$ cat src/rtl/ulfc_defines.svh
// Purpose: Register offsets, reset values and timing counts of the line format block.
// Assumes: APB byte addresses, one 32-bit word per register.
// Notes:   Field layouts live in the package as packed structs.
`ifndef ULFC_DEFINES_SVH
`define ULFC_DEFINES_SVH

`define ULFC_ADDR_W       8
`define ULFC_OFF_LFC      8'h00
`define ULFC_OFF_DATA     8'h04
`define ULFC_OFF_STAT     8'h08
`define ULFC_OFF_ISR      8'h0C
`define ULFC_OFF_IMR      8'h10

`define ULFC_LFC_RESET    8'h00
`define ULFC_EFR_RESET    8'h00
`define ULFC_DIV_RESET    16'h0364
`define ULFC_IRQ_W        4
`define ULFC_IRQ_TXDONE   0
`define ULFC_IRQ_RXDONE   1
`define ULFC_IRQ_PERR     2
`define ULFC_IRQ_FERR     3

`define ULFC_HALF_LAST    3'h1
`define ULFC_STOP_H_ONE   3'h2
`define ULFC_STOP_H_HALF  3'h3
`define ULFC_STOP_H_TWO   3'h4
`define ULFC_LEN_FIVE     2'h0

`endif

$ cat src/rtl/ulfc_pkg.sv
// Purpose: Types shared by the line format block.
// Assumes: Nothing beyond the defines header.
// Notes:   Format struct field order matches the register bit order, bit 7 first.
package ulfc_pkg;

   typedef struct packed {
      logic       div_open;
      logic       brk;
      logic       stick;
      logic       even;
      logic       par_en;
      logic       stop_long;
      logic [1:0] len;
   } ulfc_format_t;

   typedef struct packed {
      logic tx_done;
      logic rx_done;
      logic perr;
      logic ferr;
   } ulfc_event_t;

   typedef enum logic [2:0] {
      ULFC_IDLE,
      ULFC_START,
      ULFC_DATA,
      ULFC_PARITY,
      ULFC_STOP
   } ulfc_state_t;

endpackage

$ cat src/rtl/ulfc_line_format.sv
// Purpose: Character framing and checking for one serial channel, set by the
//          line format register, with an APB register slave and an interrupt.
// Assumes: Single clock pclk at 200 MHz; serial input is asynchronous.
// Notes:   The divisor counts pclk cycles per half bit time, minus one.
`timescale 1ns/1ps
`include "ulfc_defines.svh"

// Summary of operation
// - Format bit 7 set swaps data/status offsets to divisor and enhanced registers.
// - Format bit 6 set holds the serial output low until cleared.
// - Format bit 3 set appends a parity bit after the data bits.
// - Bit 5 clear: bit 4 zero gives odd parity, one gives even.
// - Bit 5 set: parity is constant, one if bit 4 zero, else zero.
// - Bit 3 clear: no parity bit, bits 4 and 5 ignored.
// - Stop is one bit, or with bit 2 set 1.5 (5-bit) or 2.
// - Bits 1:0 select 5, 6, 7 or 8 data bits both ways.
// - Reset clears the whole format register.
// - Receiver checks parity against its own format and flags mismatches.
module ulfc_line_format
   import ulfc_pkg::*;
(
   input  wire logic                     pclk,
   input  wire logic                     presetn,
   input  wire logic                     ce,
   input  wire logic                     psel,
   input  wire logic                     penable,
   input  wire logic                     pwrite,
   input  wire logic [`ULFC_ADDR_W-1:0]  paddr,
   input  wire logic [31:0]              pwdata,
   output logic      [31:0]              prdata,
   output logic                          pready,
   output logic                          pslverr,
   input  wire logic                     rx_in,
   output logic                          tx_out,
   output logic                          irq
);

   ulfc_format_t          lfc;
   ulfc_format_t          next_lfc;
   logic [15:0]           divisor;
   logic [15:0]           next_divisor;
   logic [7:0]            efr;
   logic [7:0]            next_efr;
   logic [`ULFC_IRQ_W-1:0] isr;
   logic [`ULFC_IRQ_W-1:0] next_isr;
   logic [`ULFC_IRQ_W-1:0] imr;
   logic [`ULFC_IRQ_W-1:0] next_imr;
   logic [7:0]            rx_hold;
   logic [7:0]            next_rx_hold;
   logic                  rx_valid;
   logic                  next_rx_valid;
   logic                  perr_seen;
   logic                  next_perr_seen;
   logic                  ferr_seen;
   logic                  next_ferr_seen;
   logic [31:0]           next_prdata;
   logic                  rx_meta;
   logic                  rx_sync;

   ulfc_event_t           ev;
   logic                  tx_done_ev;
   logic                  rx_done_ev;
   logic                  rx_perr_ev;
   logic                  rx_ferr_ev;
   logic                  wr_acc;
   logic                  rd_acc;
   logic                  setup;
   logic                  mapped;
   logic                  tx_start;

   ulfc_state_t           tx_state;
   ulfc_state_t           next_tx_state;
   ulfc_format_t          tx_fmt;
   ulfc_format_t          next_tx_fmt;
   logic [15:0]           tx_cnt;
   logic [15:0]           next_tx_cnt;
   logic [2:0]            tx_half;
   logic [2:0]            next_tx_half;
   logic [2:0]            tx_idx;
   logic [2:0]            next_tx_idx;
   logic [7:0]            tx_data;
   logic [7:0]            next_tx_data;
   logic                  tx_par;
   logic                  next_tx_par;
   logic                  tx_line;
   logic                  next_tx_line;

   ulfc_state_t           rx_state;
   ulfc_state_t           next_rx_state;
   ulfc_format_t          rx_fmt;
   ulfc_format_t          next_rx_fmt;
   logic [15:0]           rx_cnt;
   logic [15:0]           next_rx_cnt;
   logic [2:0]            rx_half;
   logic [2:0]            next_rx_half;
   logic [2:0]            rx_idx;
   logic [2:0]            next_rx_idx;
   logic [7:0]            rx_data;
   logic [7:0]            next_rx_data;
   logic                  rx_perr;
   logic                  next_rx_perr;

   // Index of the last data bit: 4 plus the length code gives 5 to 8 bits.
   function automatic logic [2:0] last_bit(input ulfc_format_t f);
      return {1'b1, f.len};
   endfunction

   // Parity bit for the data bits in use under format f.
   function automatic logic parity_of(input logic [7:0] d, input ulfc_format_t f);
      logic [7:0] m;
      logic       x;
      m = d & (8'hFF >> (3'h7 - last_bit(f)));
      x = ^m;
      if (f.stick) begin
         return ~f.even;
      end
      return f.even ? x : ~x;
   endfunction

   function automatic logic [2:0] stop_halves(input ulfc_format_t f);
      if (!f.stop_long) begin
         return `ULFC_STOP_H_ONE;
      end
      return (f.len == `ULFC_LEN_FIVE) ? `ULFC_STOP_H_HALF : `ULFC_STOP_H_TWO;
   endfunction

   // Serial input synchroniser; only rx_sync is read by logic.
   always_ff @(posedge pclk or negedge presetn) begin
      if (!presetn) begin
         rx_meta <= 1'b1;
         rx_sync <= 1'b1;
      end else if (ce) begin
         rx_meta <= rx_in;
         rx_sync <= rx_meta;
      end
   end

   // Zero-wait slave: every access phase completes in one cycle.
   assign pready = 1'b1;
   assign setup  = psel && !penable;
   assign wr_acc = psel && penable && pwrite;
   assign rd_acc = psel && penable && !pwrite;
   assign mapped = (paddr == `ULFC_OFF_LFC) || (paddr == `ULFC_OFF_DATA) ||
                   (paddr == `ULFC_OFF_STAT) || (paddr == `ULFC_OFF_ISR) ||
                   (paddr == `ULFC_OFF_IMR);
   assign pslverr = psel && penable && !mapped;
   assign tx_start = wr_acc && !lfc.div_open && (paddr == `ULFC_OFF_DATA) &&
                     (tx_state == ULFC_IDLE);
   assign irq = |(isr & imr);
   // Each framer drives its own event bits, so ev has a single driver.
   assign ev = {tx_done_ev, rx_done_ev, rx_perr_ev, rx_ferr_ev};
   assign tx_out = lfc.brk ? 1'b0 : tx_line;

   always_comb begin
      next_lfc       = lfc;
      next_divisor   = divisor;
      next_efr       = efr;
      next_imr       = imr;
      next_isr       = isr;
      next_rx_hold   = rx_hold;
      next_rx_valid  = rx_valid;
      next_perr_seen = perr_seen;
      next_ferr_seen = ferr_seen;
      next_prdata    = prdata;
      if (setup && !pwrite) begin
         next_prdata = 32'h0000_0000;
         case (paddr)
            `ULFC_OFF_LFC: next_prdata[7:0] = lfc;
            `ULFC_OFF_DATA: begin
               if (lfc.div_open) next_prdata[15:0] = divisor;
               else next_prdata[7:0] = rx_hold;
            end
            `ULFC_OFF_STAT: begin
               if (lfc.div_open) next_prdata[7:0] = efr;
               else next_prdata[3:0] = {ferr_seen, perr_seen, rx_valid,
                                        tx_state != ULFC_IDLE};
            end
            `ULFC_OFF_ISR: next_prdata[`ULFC_IRQ_W-1:0] = isr;
            `ULFC_OFF_IMR: next_prdata[`ULFC_IRQ_W-1:0] = imr;
            default: next_prdata = 32'h0000_0000;
         endcase
      end
      if (wr_acc) begin
         case (paddr)
            `ULFC_OFF_LFC: next_lfc = ulfc_format_t'(pwdata[7:0]);
            `ULFC_OFF_DATA: if (lfc.div_open) next_divisor = pwdata[15:0];
            `ULFC_OFF_STAT: if (lfc.div_open) next_efr = pwdata[7:0];
            `ULFC_OFF_IMR: next_imr = pwdata[`ULFC_IRQ_W-1:0];
            default: next_imr = imr;
         endcase
      end
      // Only the bits that the read reported are cleared, so an event that lands
      // on the setup edge, after the read data was taken, is not lost.
      if (rd_acc && (paddr == `ULFC_OFF_ISR)) begin
         next_isr = isr & ~prdata[`ULFC_IRQ_W-1:0];
      end
      if (rd_acc && !lfc.div_open && (paddr == `ULFC_OFF_DATA)) begin
         next_rx_valid = 1'b0;
      end
      // Hardware events are applied last so that a set beats a clear.
      next_isr = next_isr | {ev.ferr, ev.perr, ev.rx_done, ev.tx_done};
      if (ev.rx_done) begin
         next_rx_hold   = rx_data;
         next_rx_valid  = 1'b1;
         next_perr_seen = ev.perr;
         next_ferr_seen = ev.ferr;
      end
   end

   always_ff @(posedge pclk or negedge presetn) begin
      if (!presetn) begin
         lfc       <= ulfc_format_t'(`ULFC_LFC_RESET);
         divisor   <= `ULFC_DIV_RESET;
         efr       <= `ULFC_EFR_RESET;
         isr       <= '0;
         imr       <= '0;
         rx_hold   <= 8'h00;
         rx_valid  <= 1'b0;
         perr_seen <= 1'b0;
         ferr_seen <= 1'b0;
         prdata    <= 32'h0000_0000;
      end else if (ce) begin
         lfc       <= next_lfc;
         divisor   <= next_divisor;
         efr       <= next_efr;
         isr       <= next_isr;
         imr       <= next_imr;
         rx_hold   <= next_rx_hold;
         rx_valid  <= next_rx_valid;
         perr_seen <= next_perr_seen;
         ferr_seen <= next_ferr_seen;
         prdata    <= next_prdata;
      end
   end

   // Transmit framer: counts half-bit ticks, one phase per state.
   always_comb begin
      next_tx_state = tx_state;
      next_tx_fmt   = tx_fmt;
      next_tx_cnt   = tx_cnt;
      next_tx_half  = tx_half;
      next_tx_idx   = tx_idx;
      next_tx_data  = tx_data;
      next_tx_par   = tx_par;
      next_tx_line  = tx_line;
      tx_done_ev    = 1'b0;
      if (tx_state != ULFC_IDLE) begin
         next_tx_cnt = (tx_cnt == divisor) ? 16'h0000 : 16'(tx_cnt + 16'h0001);
      end
      case (tx_state)
         ULFC_IDLE: begin
            next_tx_line = 1'b1;
            if (tx_start) begin
               next_tx_fmt   = lfc;
               next_tx_data  = pwdata[7:0];
               next_tx_par   = parity_of(pwdata[7:0], lfc);
               next_tx_cnt   = 16'h0000;
               next_tx_half  = 3'h0;
               next_tx_line  = 1'b0;
               next_tx_state = ULFC_START;
            end
         end
         ULFC_START: begin
            if (tx_cnt == divisor) begin
               next_tx_half = 3'(tx_half + 3'h1);
               if (tx_half == `ULFC_HALF_LAST) begin
                  next_tx_half  = 3'h0;
                  next_tx_idx   = 3'h0;
                  next_tx_line  = tx_data[0];
                  next_tx_state = ULFC_DATA;
               end
            end
         end
         ULFC_DATA: begin
            if (tx_cnt == divisor) begin
               next_tx_half = 3'(tx_half + 3'h1);
               if (tx_half == `ULFC_HALF_LAST) begin
                  next_tx_half = 3'h0;
                  if (tx_idx == last_bit(tx_fmt)) begin
                     if (tx_fmt.par_en) begin
                        next_tx_line  = tx_par;
                        next_tx_state = ULFC_PARITY;
                     end else begin
                        next_tx_line  = 1'b1;
                        next_tx_state = ULFC_STOP;
                     end
                  end else begin
                     next_tx_idx  = 3'(tx_idx + 3'h1);
                     next_tx_line = tx_data[3'(tx_idx + 3'h1)];
                  end
               end
            end
         end
         ULFC_PARITY: begin
            if (tx_cnt == divisor) begin
               next_tx_half = 3'(tx_half + 3'h1);
               if (tx_half == `ULFC_HALF_LAST) begin
                  next_tx_half  = 3'h0;
                  next_tx_line  = 1'b1;
                  next_tx_state = ULFC_STOP;
               end
            end
         end
         ULFC_STOP: begin
            if (tx_cnt == divisor) begin
               next_tx_half = 3'(tx_half + 3'h1);
               if (tx_half == 3'(stop_halves(tx_fmt) - 3'h1)) begin
                  tx_done_ev    = 1'b1;
                  next_tx_state = ULFC_IDLE;
               end
            end
         end
         default: next_tx_state = ULFC_IDLE;
      endcase
   end

   always_ff @(posedge pclk or negedge presetn) begin
      if (!presetn) begin
         tx_state <= ULFC_IDLE;
         tx_fmt   <= ulfc_format_t'(`ULFC_LFC_RESET);
         tx_cnt   <= 16'h0000;
         tx_half  <= 3'h0;
         tx_idx   <= 3'h0;
         tx_data  <= 8'h00;
         tx_par   <= 1'b0;
         tx_line  <= 1'b1;
      end else if (ce) begin
         tx_state <= next_tx_state;
         tx_fmt   <= next_tx_fmt;
         tx_cnt   <= next_tx_cnt;
         tx_half  <= next_tx_half;
         tx_idx   <= next_tx_idx;
         tx_data  <= next_tx_data;
         tx_par   <= next_tx_par;
         tx_line  <= next_tx_line;
      end
   end

   // Receive checker: samples each bit at its middle, one half after the edge.
   always_comb begin
      next_rx_state = rx_state;
      next_rx_fmt   = rx_fmt;
      next_rx_cnt   = 16'h0000;
      next_rx_half  = rx_half;
      next_rx_idx   = rx_idx;
      next_rx_data  = rx_data;
      next_rx_perr  = rx_perr;
      rx_done_ev    = 1'b0;
      rx_perr_ev    = 1'b0;
      rx_ferr_ev    = 1'b0;
      if (rx_state != ULFC_IDLE) begin
         next_rx_cnt = (rx_cnt == divisor) ? 16'h0000 : 16'(rx_cnt + 16'h0001);
      end
      case (rx_state)
         ULFC_IDLE: begin
            if (!rx_sync) begin
               next_rx_fmt   = lfc;
               next_rx_data  = 8'h00;
               next_rx_perr  = 1'b0;
               next_rx_half  = 3'h0;
               next_rx_state = ULFC_START;
            end
         end
         ULFC_START: begin
            if (rx_cnt == divisor) begin
               next_rx_half  = 3'h0;
               next_rx_idx   = 3'h0;
               next_rx_state = rx_sync ? ULFC_IDLE : ULFC_DATA;
            end
         end
         ULFC_DATA: begin
            if (rx_cnt == divisor) begin
               next_rx_half = 3'(rx_half + 3'h1);
               if (rx_half == `ULFC_HALF_LAST) begin
                  next_rx_half         = 3'h0;
                  next_rx_data[rx_idx] = rx_sync;
                  next_rx_idx          = 3'(rx_idx + 3'h1);
                  if (rx_idx == last_bit(rx_fmt)) begin
                     next_rx_state = rx_fmt.par_en ? ULFC_PARITY : ULFC_STOP;
                  end
               end
            end
         end
         ULFC_PARITY: begin
            if (rx_cnt == divisor) begin
               next_rx_half = 3'(rx_half + 3'h1);
               if (rx_half == `ULFC_HALF_LAST) begin
                  next_rx_half  = 3'h0;
                  next_rx_perr  = (rx_sync != parity_of(rx_data, rx_fmt));
                  next_rx_state = ULFC_STOP;
               end
            end
         end
         ULFC_STOP: begin
            if (rx_cnt == divisor) begin
               next_rx_half = 3'(rx_half + 3'h1);
               if (rx_half == `ULFC_HALF_LAST) begin
                  rx_done_ev    = 1'b1;
                  rx_perr_ev    = rx_perr;
                  rx_ferr_ev    = !rx_sync;
                  next_rx_state = ULFC_IDLE;
               end
            end
         end
         default: next_rx_state = ULFC_IDLE;
      endcase
   end

   always_ff @(posedge pclk or negedge presetn) begin
      if (!presetn) begin
         rx_state <= ULFC_IDLE;
         rx_fmt   <= ulfc_format_t'(`ULFC_LFC_RESET);
         rx_cnt   <= 16'h0000;
         rx_half  <= 3'h0;
         rx_idx   <= 3'h0;
         rx_data  <= 8'h00;
         rx_perr  <= 1'b0;
      end else if (ce) begin
         rx_state <= next_rx_state;
         rx_fmt   <= next_rx_fmt;
         rx_cnt   <= next_rx_cnt;
         rx_half  <= next_rx_half;
         rx_idx   <= next_rx_idx;
         rx_data  <= next_rx_data;
         rx_perr  <= next_rx_perr;
      end
   end

endmodule

$ cat config.mk
export PLATFORM = sky130hd
export DESIGN_NAME = ulfc_line_format
export DESIGN_NICKNAME = d
export VERILOG_FILES = /design/src/rtl/ulfc_pkg.sv /design/src/rtl/ulfc_line_format.sv
export VERILOG_INCLUDE_DIRS = /design/src /design/src/rtl
export SDC_FILE = /design/constraint.sdc
export NUM_CORES = 1
export LEC_CHECK = 0
export ABC_CLOCK_PERIOD_IN_PS = 2500
export BUFFER_PORTS_ARGS = -buffer_cell sky130_fd_sc_hd__buf_4
export CORE_ASPECT_RATIO = 1.25
export CORE_MARGIN = 4
export CORE_UTILIZATION = 49
export DETAILED_ROUTE_END_ITERATION = 8
export GPL_TIMING_DRIVEN = 0
export PLACE_DENSITY = 0.68
export RECOVER_POWER = 50
export REMOVE_ABC_BUFFERS = 1
export SLEW_MARGIN = 5
export SYNTH_ARGS = -nofsm -noshare
export SYNTH_HDL_FRONTEND = slang
export SYNTH_SLANG_ARGS = --single-unit
$ cat constraint.sdc
create_clock -name pclk -period 2.5 [get_ports pclk]
set_input_delay 0.5 -clock pclk [delete_from_list [all_inputs] [get_ports pclk]]
set_output_delay 0.5 -clock pclk [all_outputs]
set_load 0.1 [all_outputs]
* After elaboration in Yosys (flattened, before gate mapping)
Cells that the tools add are included.
** Word-level totals
- Bits in registers :: 147
- Output and inout port bits :: 36
- Input port bits :: 47
** Operators by class
- Reductions and logical operators :: 59
- Muxes and demuxes :: 120
- Add/subtract/negate cells :: 9
- Eq/ne operators :: 42
- Shift-type cells :: 2
- Bitwise logic cells :: 11
- Order comparisons :: 3
** Operator list (count)
- $mux 3 :: 42
- $mux 16 :: 6
- $mux 1 :: 48
- $mux 8 :: 6
- $ne 2x2->1 const B :: 20
- $add 16x1->16 const B :: 2
- $eq 16x16->1 :: 2
- $pmux 3 s5 :: 2
- $pmux 4 s5 :: 1
- $reduce_and 5->1 :: 4
- $and 8x8->8 :: 2
- $eq 8x4->1 const B :: 2
- $pmux 8 s2 :: 1
- $reduce_xor 8->1 :: 2
- $shr 8x3->8 const A :: 2
- $logic_and 1x1->1 :: 13
- $add 3x1->3 const B :: 4
- $eq 3x1->1 const B :: 4
- $eq 3x2->1 const B :: 4
- $mux 4 :: 3
- $pmux 3 s2 :: 2
- $pmux 3 s4 :: 1
- $pmux 4 s3 :: 1
- $reduce_and 3->1 :: 4
- other kinds (39) :: 68

* Longest topological paths before layout
- Depth in word-level cells :: 14
- Depth in mapped cells :: 9

* Worst setup path after synthesis
OpenSTA, ideal clock, no wires.
- Path kind :: input port to output port
- Start point :: input paddr[2]
- End point :: output pslverr
- Buffers on the path :: 1
- Arrival :: 3.129 ns
- Path slack :: -1.129 ns
- Stages :: 5
- Required time :: 2.000 ns
- Path through :: buf_2 nor2_1 nand2_1 nor3_1 nor3b_1
** On the way
- Longest elaborated chain between the ends :: 7
** Ends and longest elaborated chain
- start, declared :: RTL line ulfc_line_format.sv:28 : input wire logic [`ULFC_ADDR_W-1:0] paddr,
- $eq 8x3->1 or $logic_not 8->1 (tied branches)
- $logic_or 1x1->1 (3 in series) :: RTL line ulfc_line_format.sv:143 : assign mapped = (paddr == `ULFC_OFF_LFC) || (paddr == `ULFC_OFF_DATA) ||
- $logic_or 1x1->1 (*) :: RTL line ulfc_line_format.sv:143
- $logic_not 1->1 (*) :: RTL line ulfc_line_format.sv:146 : assign pslverr = psel && penable && !mapped;
- $logic_and 1x1->1 (*) :: RTL line ulfc_line_format.sv:146
- end, declared :: RTL line ulfc_line_format.sv:32 : output logic pslverr,
Every way passes the cells marked *; elsewhere a longest branch is shown, timed or not.

* Final worst setup path
- Start point :: register lfc[7] (netlist bit)
- End point :: register tx_half[1]
** On the way
- Longest elaborated chain between the ends :: 6
** Ends and longest elaborated chain
- start, declared :: RTL line ulfc_line_format.sv:38 : ulfc_format_t lfc;
- start signal, assigned :: RTL line ulfc_line_format.sv:212 : lfc <= ulfc_format_t'(`ULFC_LFC_RESET);
- start signal, assigned :: RTL line ulfc_line_format.sv:223 : lfc <= next_lfc;
- $logic_not 1->1 :: RTL line ulfc_line_format.sv:147 : assign tx_start = wr_acc && !lfc.div_open && (paddr == `ULFC_OFF_DATA) &&
- $logic_and 1x1->1 (3 in series) :: RTL line ulfc_line_format.sv:147
- $ne 2x2->1 (no source line)
- $reduce_and 5->1 (no source line)
- end signal, assigned :: RTL line ulfc_line_format.sv:331 : tx_half <= next_tx_half;
- end, declared :: RTL line ulfc_line_format.sv:77 : logic [2:0] tx_half;
Every way passes these cells.
A chain may end at the register's enable or synchronous reset.

==> run metrics <==
Worst-Margin Slew=1770 ps; Worst-path clk slew=70 ps; largest net degree at the start of global routing=78; # DRC=0; die width=123 um; # IOs=83; combinational cell fraction of total power=0.223; port buffer count=49; cell internal pwr=4.94 mW; Vias/cell=5.83; area occupied by multi-input gates=0.00414 mm^2; cells after synthesis=773; core area=0.0162 mm^2; switching share of power=0.314; Core Rows=52; peak fanout along the critical path=22; async set-or-reset flop fraction in the synthesized netlist=1.00; DR vias=6066; Largest stage delay, worst path=960 ps; DR WL/cell=18.5 um; Hold Violations, Final=0; initial antenna violation count=0; count leader, synth=dfrtp_1; Leakage Power=4.16 nW; first-pass GRT wire length=31.4 mm; DR iter-0 viols=559; Reg area=0.00369 mm^2; dpl cells=1000; share of the synthesized area in the top cell type=0.432; Final Slew Violations=72; clock power share=0.378; most common library cells after synthesis=139 x dfrtp_1, 70 x mux2_2, 62 x nand2_1, 60 x nor2_1, 53 x xnor2_1; CTS H-tree lvls=4; Starting Density=0.497; final cell count without fillers=1040; GPL Wtd Cong=0.829; setup TNS=0 ps; YS warnings=0; Period Utilization, post-route=0.962; Worst Path Arrival=2720 ps; antenna cells=0; die span in y=151 um; synthesized cell area=0.00806 mm^2; Main synth FF type=dfrtp_1; Worst IR Drop VDD=0.421 mV; Detailed Place HPWL=13.7 mm; Antenna Violating Nets Remaining=0; vias in the first global route=5985; CTS tree=built; fmax=0.416 GHz; EDFF count, synth=0; # fillers=1369; Netlist cell types=70; Worst Hold Class=primary input to register; Synth area leader=dfrtp_1; max-cap violations=1; CTS Buffer Depth=2; clk root buf=clkbuf_16; layout cells sized above 1=0.221; Post-Route WL=19.2 mm; Setup Skew=16.0 ps; GRT Total Usage=0.216; drt first pass iters=5; max_slew headroom=-0.180; endpoints failing setup=0; slowest CP cell=dfrtp_1; outcome=finished with violations; Syn Area/Cell=10.4 um^2; R2R Setup Slk=90 ps; Reg power frac=0.400; Area Growth Syn to Fin=14.0%; die footprint=0.0186 mm^2; WP data required=2810 ps; critical path type=register to register; crit path capture type=register; Synth Register Bits=147; Net count, final=866; crit path cell chain=nor2_1 > and4_1 > a31oi_1 > nand2b_1 > mux2_2; WHS=311 ps; P_sw=2.26 mW; CTS Sinks=147; Power Dens Cells=784 mW/mm^2; failing checks=max-capacitance violations, max-slew violations; CP Launch Type=register; total gr overflow=0; sequential-to-total area share from yosys stat=0.458; Worst-Skew Late Latency=430 ps; fin crit period=2410 ps; Synth area leaders=dfrtp_1 43%, mux2_2 9.8%, xnor2_1 5.8%; RSZ-0062 raised after global routing=no; TritonCTS Buffers=17
cells by family after synthesis:
family / Yosys count / share of synthesized area
fa+ha+maj: 8 / 0.0124
simple gates: 254 / 0.167
buf+inv: 67 / 0.0410
mux: 89 / 0.125
compound gates: 140 / 0.120
xor+xnor: 66 / 0.0761
flops: 147 / 0.458
other cells: 2 / 0.000932
flip-flops by register name, summed over array words and instances (netlist names), 4 cells and up:
register / flops
divisor: 16
efr: 8
imr: 4
isr: 4
lfc: 8
prdata: 16
rx_cnt: 16
rx_data: 8
rx_fmt: 5
rx_hold: 8
tx_cnt: 16
tx_data: 8
tx_fmt: 4
stage by stage:
stage	setup slack, ps	instance area [um^2]	power (mW)	util
after floorplan	-946	7830	4.05	-
after global placement	-705	8470	4.43	0.523
after detailed placement	-742	8510	4.51	0.525
after CTS	1.53	9200	7.24	0.568
after global routing	17.2	9190	7.56	0.567
final	94.3	9190	7.20	0.567
per-layer routing:
metal | vias to the layer above | track usage | part of all wire
met5 | - | 0 | 0
li1 | 2829 | - | -
met2 | 169 | 0.346 | 0.49
met1 | 3023 | 0.287 | 0.43
met3 | 45 | 0.0381 | 0.041
met4 | 0 | 0.0941 | 0.031
final timing paths:
path | from | cells past startpoint | end
setup / recovery | lfc[7] | 5 | tx_half[1]
hold / removal | rx_in | 2 | rx_meta
setup reg to reg | lfc[7] | 5 | tx_half[1]
hold reg to reg | ferr_seen | 2 | ferr_seen
max in group asynchronous | presetn | 2 | tx_data[0]
min in group asynchronous | presetn | 1 | rx_half[1]
power by group through the flow:
stage	Clock [mW]	Combinational [mW]	Sequential, mW
floorplan	0	1.22	2.83
global placement	0	1.53	2.90
detailed placement	0	1.59	2.91
CTS	2.76	1.61	2.87
global route	2.86	1.78	2.92
finish	2.72	1.60	2.88
cells in the final DEF, fill, tap and decap left out, types with 5 or more instances in the layout:
master | Yosys | final
nand3_1 | 14 | 12
nor2b_1 | 13 | 13
buf_4 | 17 | 51
o31ai_1 | 6 | 5
xor2_1 | 10 | 10
inv_1 | 12 | 12
conb_1 | 2 | 17
or3_1 | 5 | 5
nor3b_1 | 6 | 6
xnor2_1 | 53 | 53
and3_1 | 13 | 13
ha_1 | 8 | 8
nor2_1 | 60 | 59
mux2_2 | 70 | 70
mux2i_1 | 16 | 16
a22o_1 | 15 | 15
o211ai_1 | 6 | 6
nor4_1 | 5 | 5
a21o_1 | 10 | 10
o21ai_0 | 51 | 51
dfrtp_1 | 139 | 139
clkbuf_1 | 28 | 9
nand2b_1 | 11 | 11
clkbuf_16 | 0 | 17
a21oi_1 | 9 | 9
dfstp_2 | 8 | 7
nand4_1 | 15 | 15
nand2_1 | 62 | 62
nor3_1 | 18 | 16
worst max-delay path, delay by kind of cell, from the launching register on:
kind	cells	cell delay [ps]
flops	1	960
simple gates	3	760
mux	1	350
compound gates	1	220
area by class of cell:
type | count | share of cell area
clock buffer | 21 | 0.0490
multi-input combinational | 574 | 0.450
inverter | 12 | 0.00490
timing repair buffer | 59 | 0.0459
clock inverter | 11 | 0.0191
tap | 216 | 0.0294
sequential | 147 | 0.401
what timing repair did:
action,in CTS,in global routing
pin swaps,3,2
hold buffers,0,0
setup endpoints to repair,42,35
resized for setup,5,3
setup buffers,5,3
Note: power is estimated with default switching activity, not from simulation.
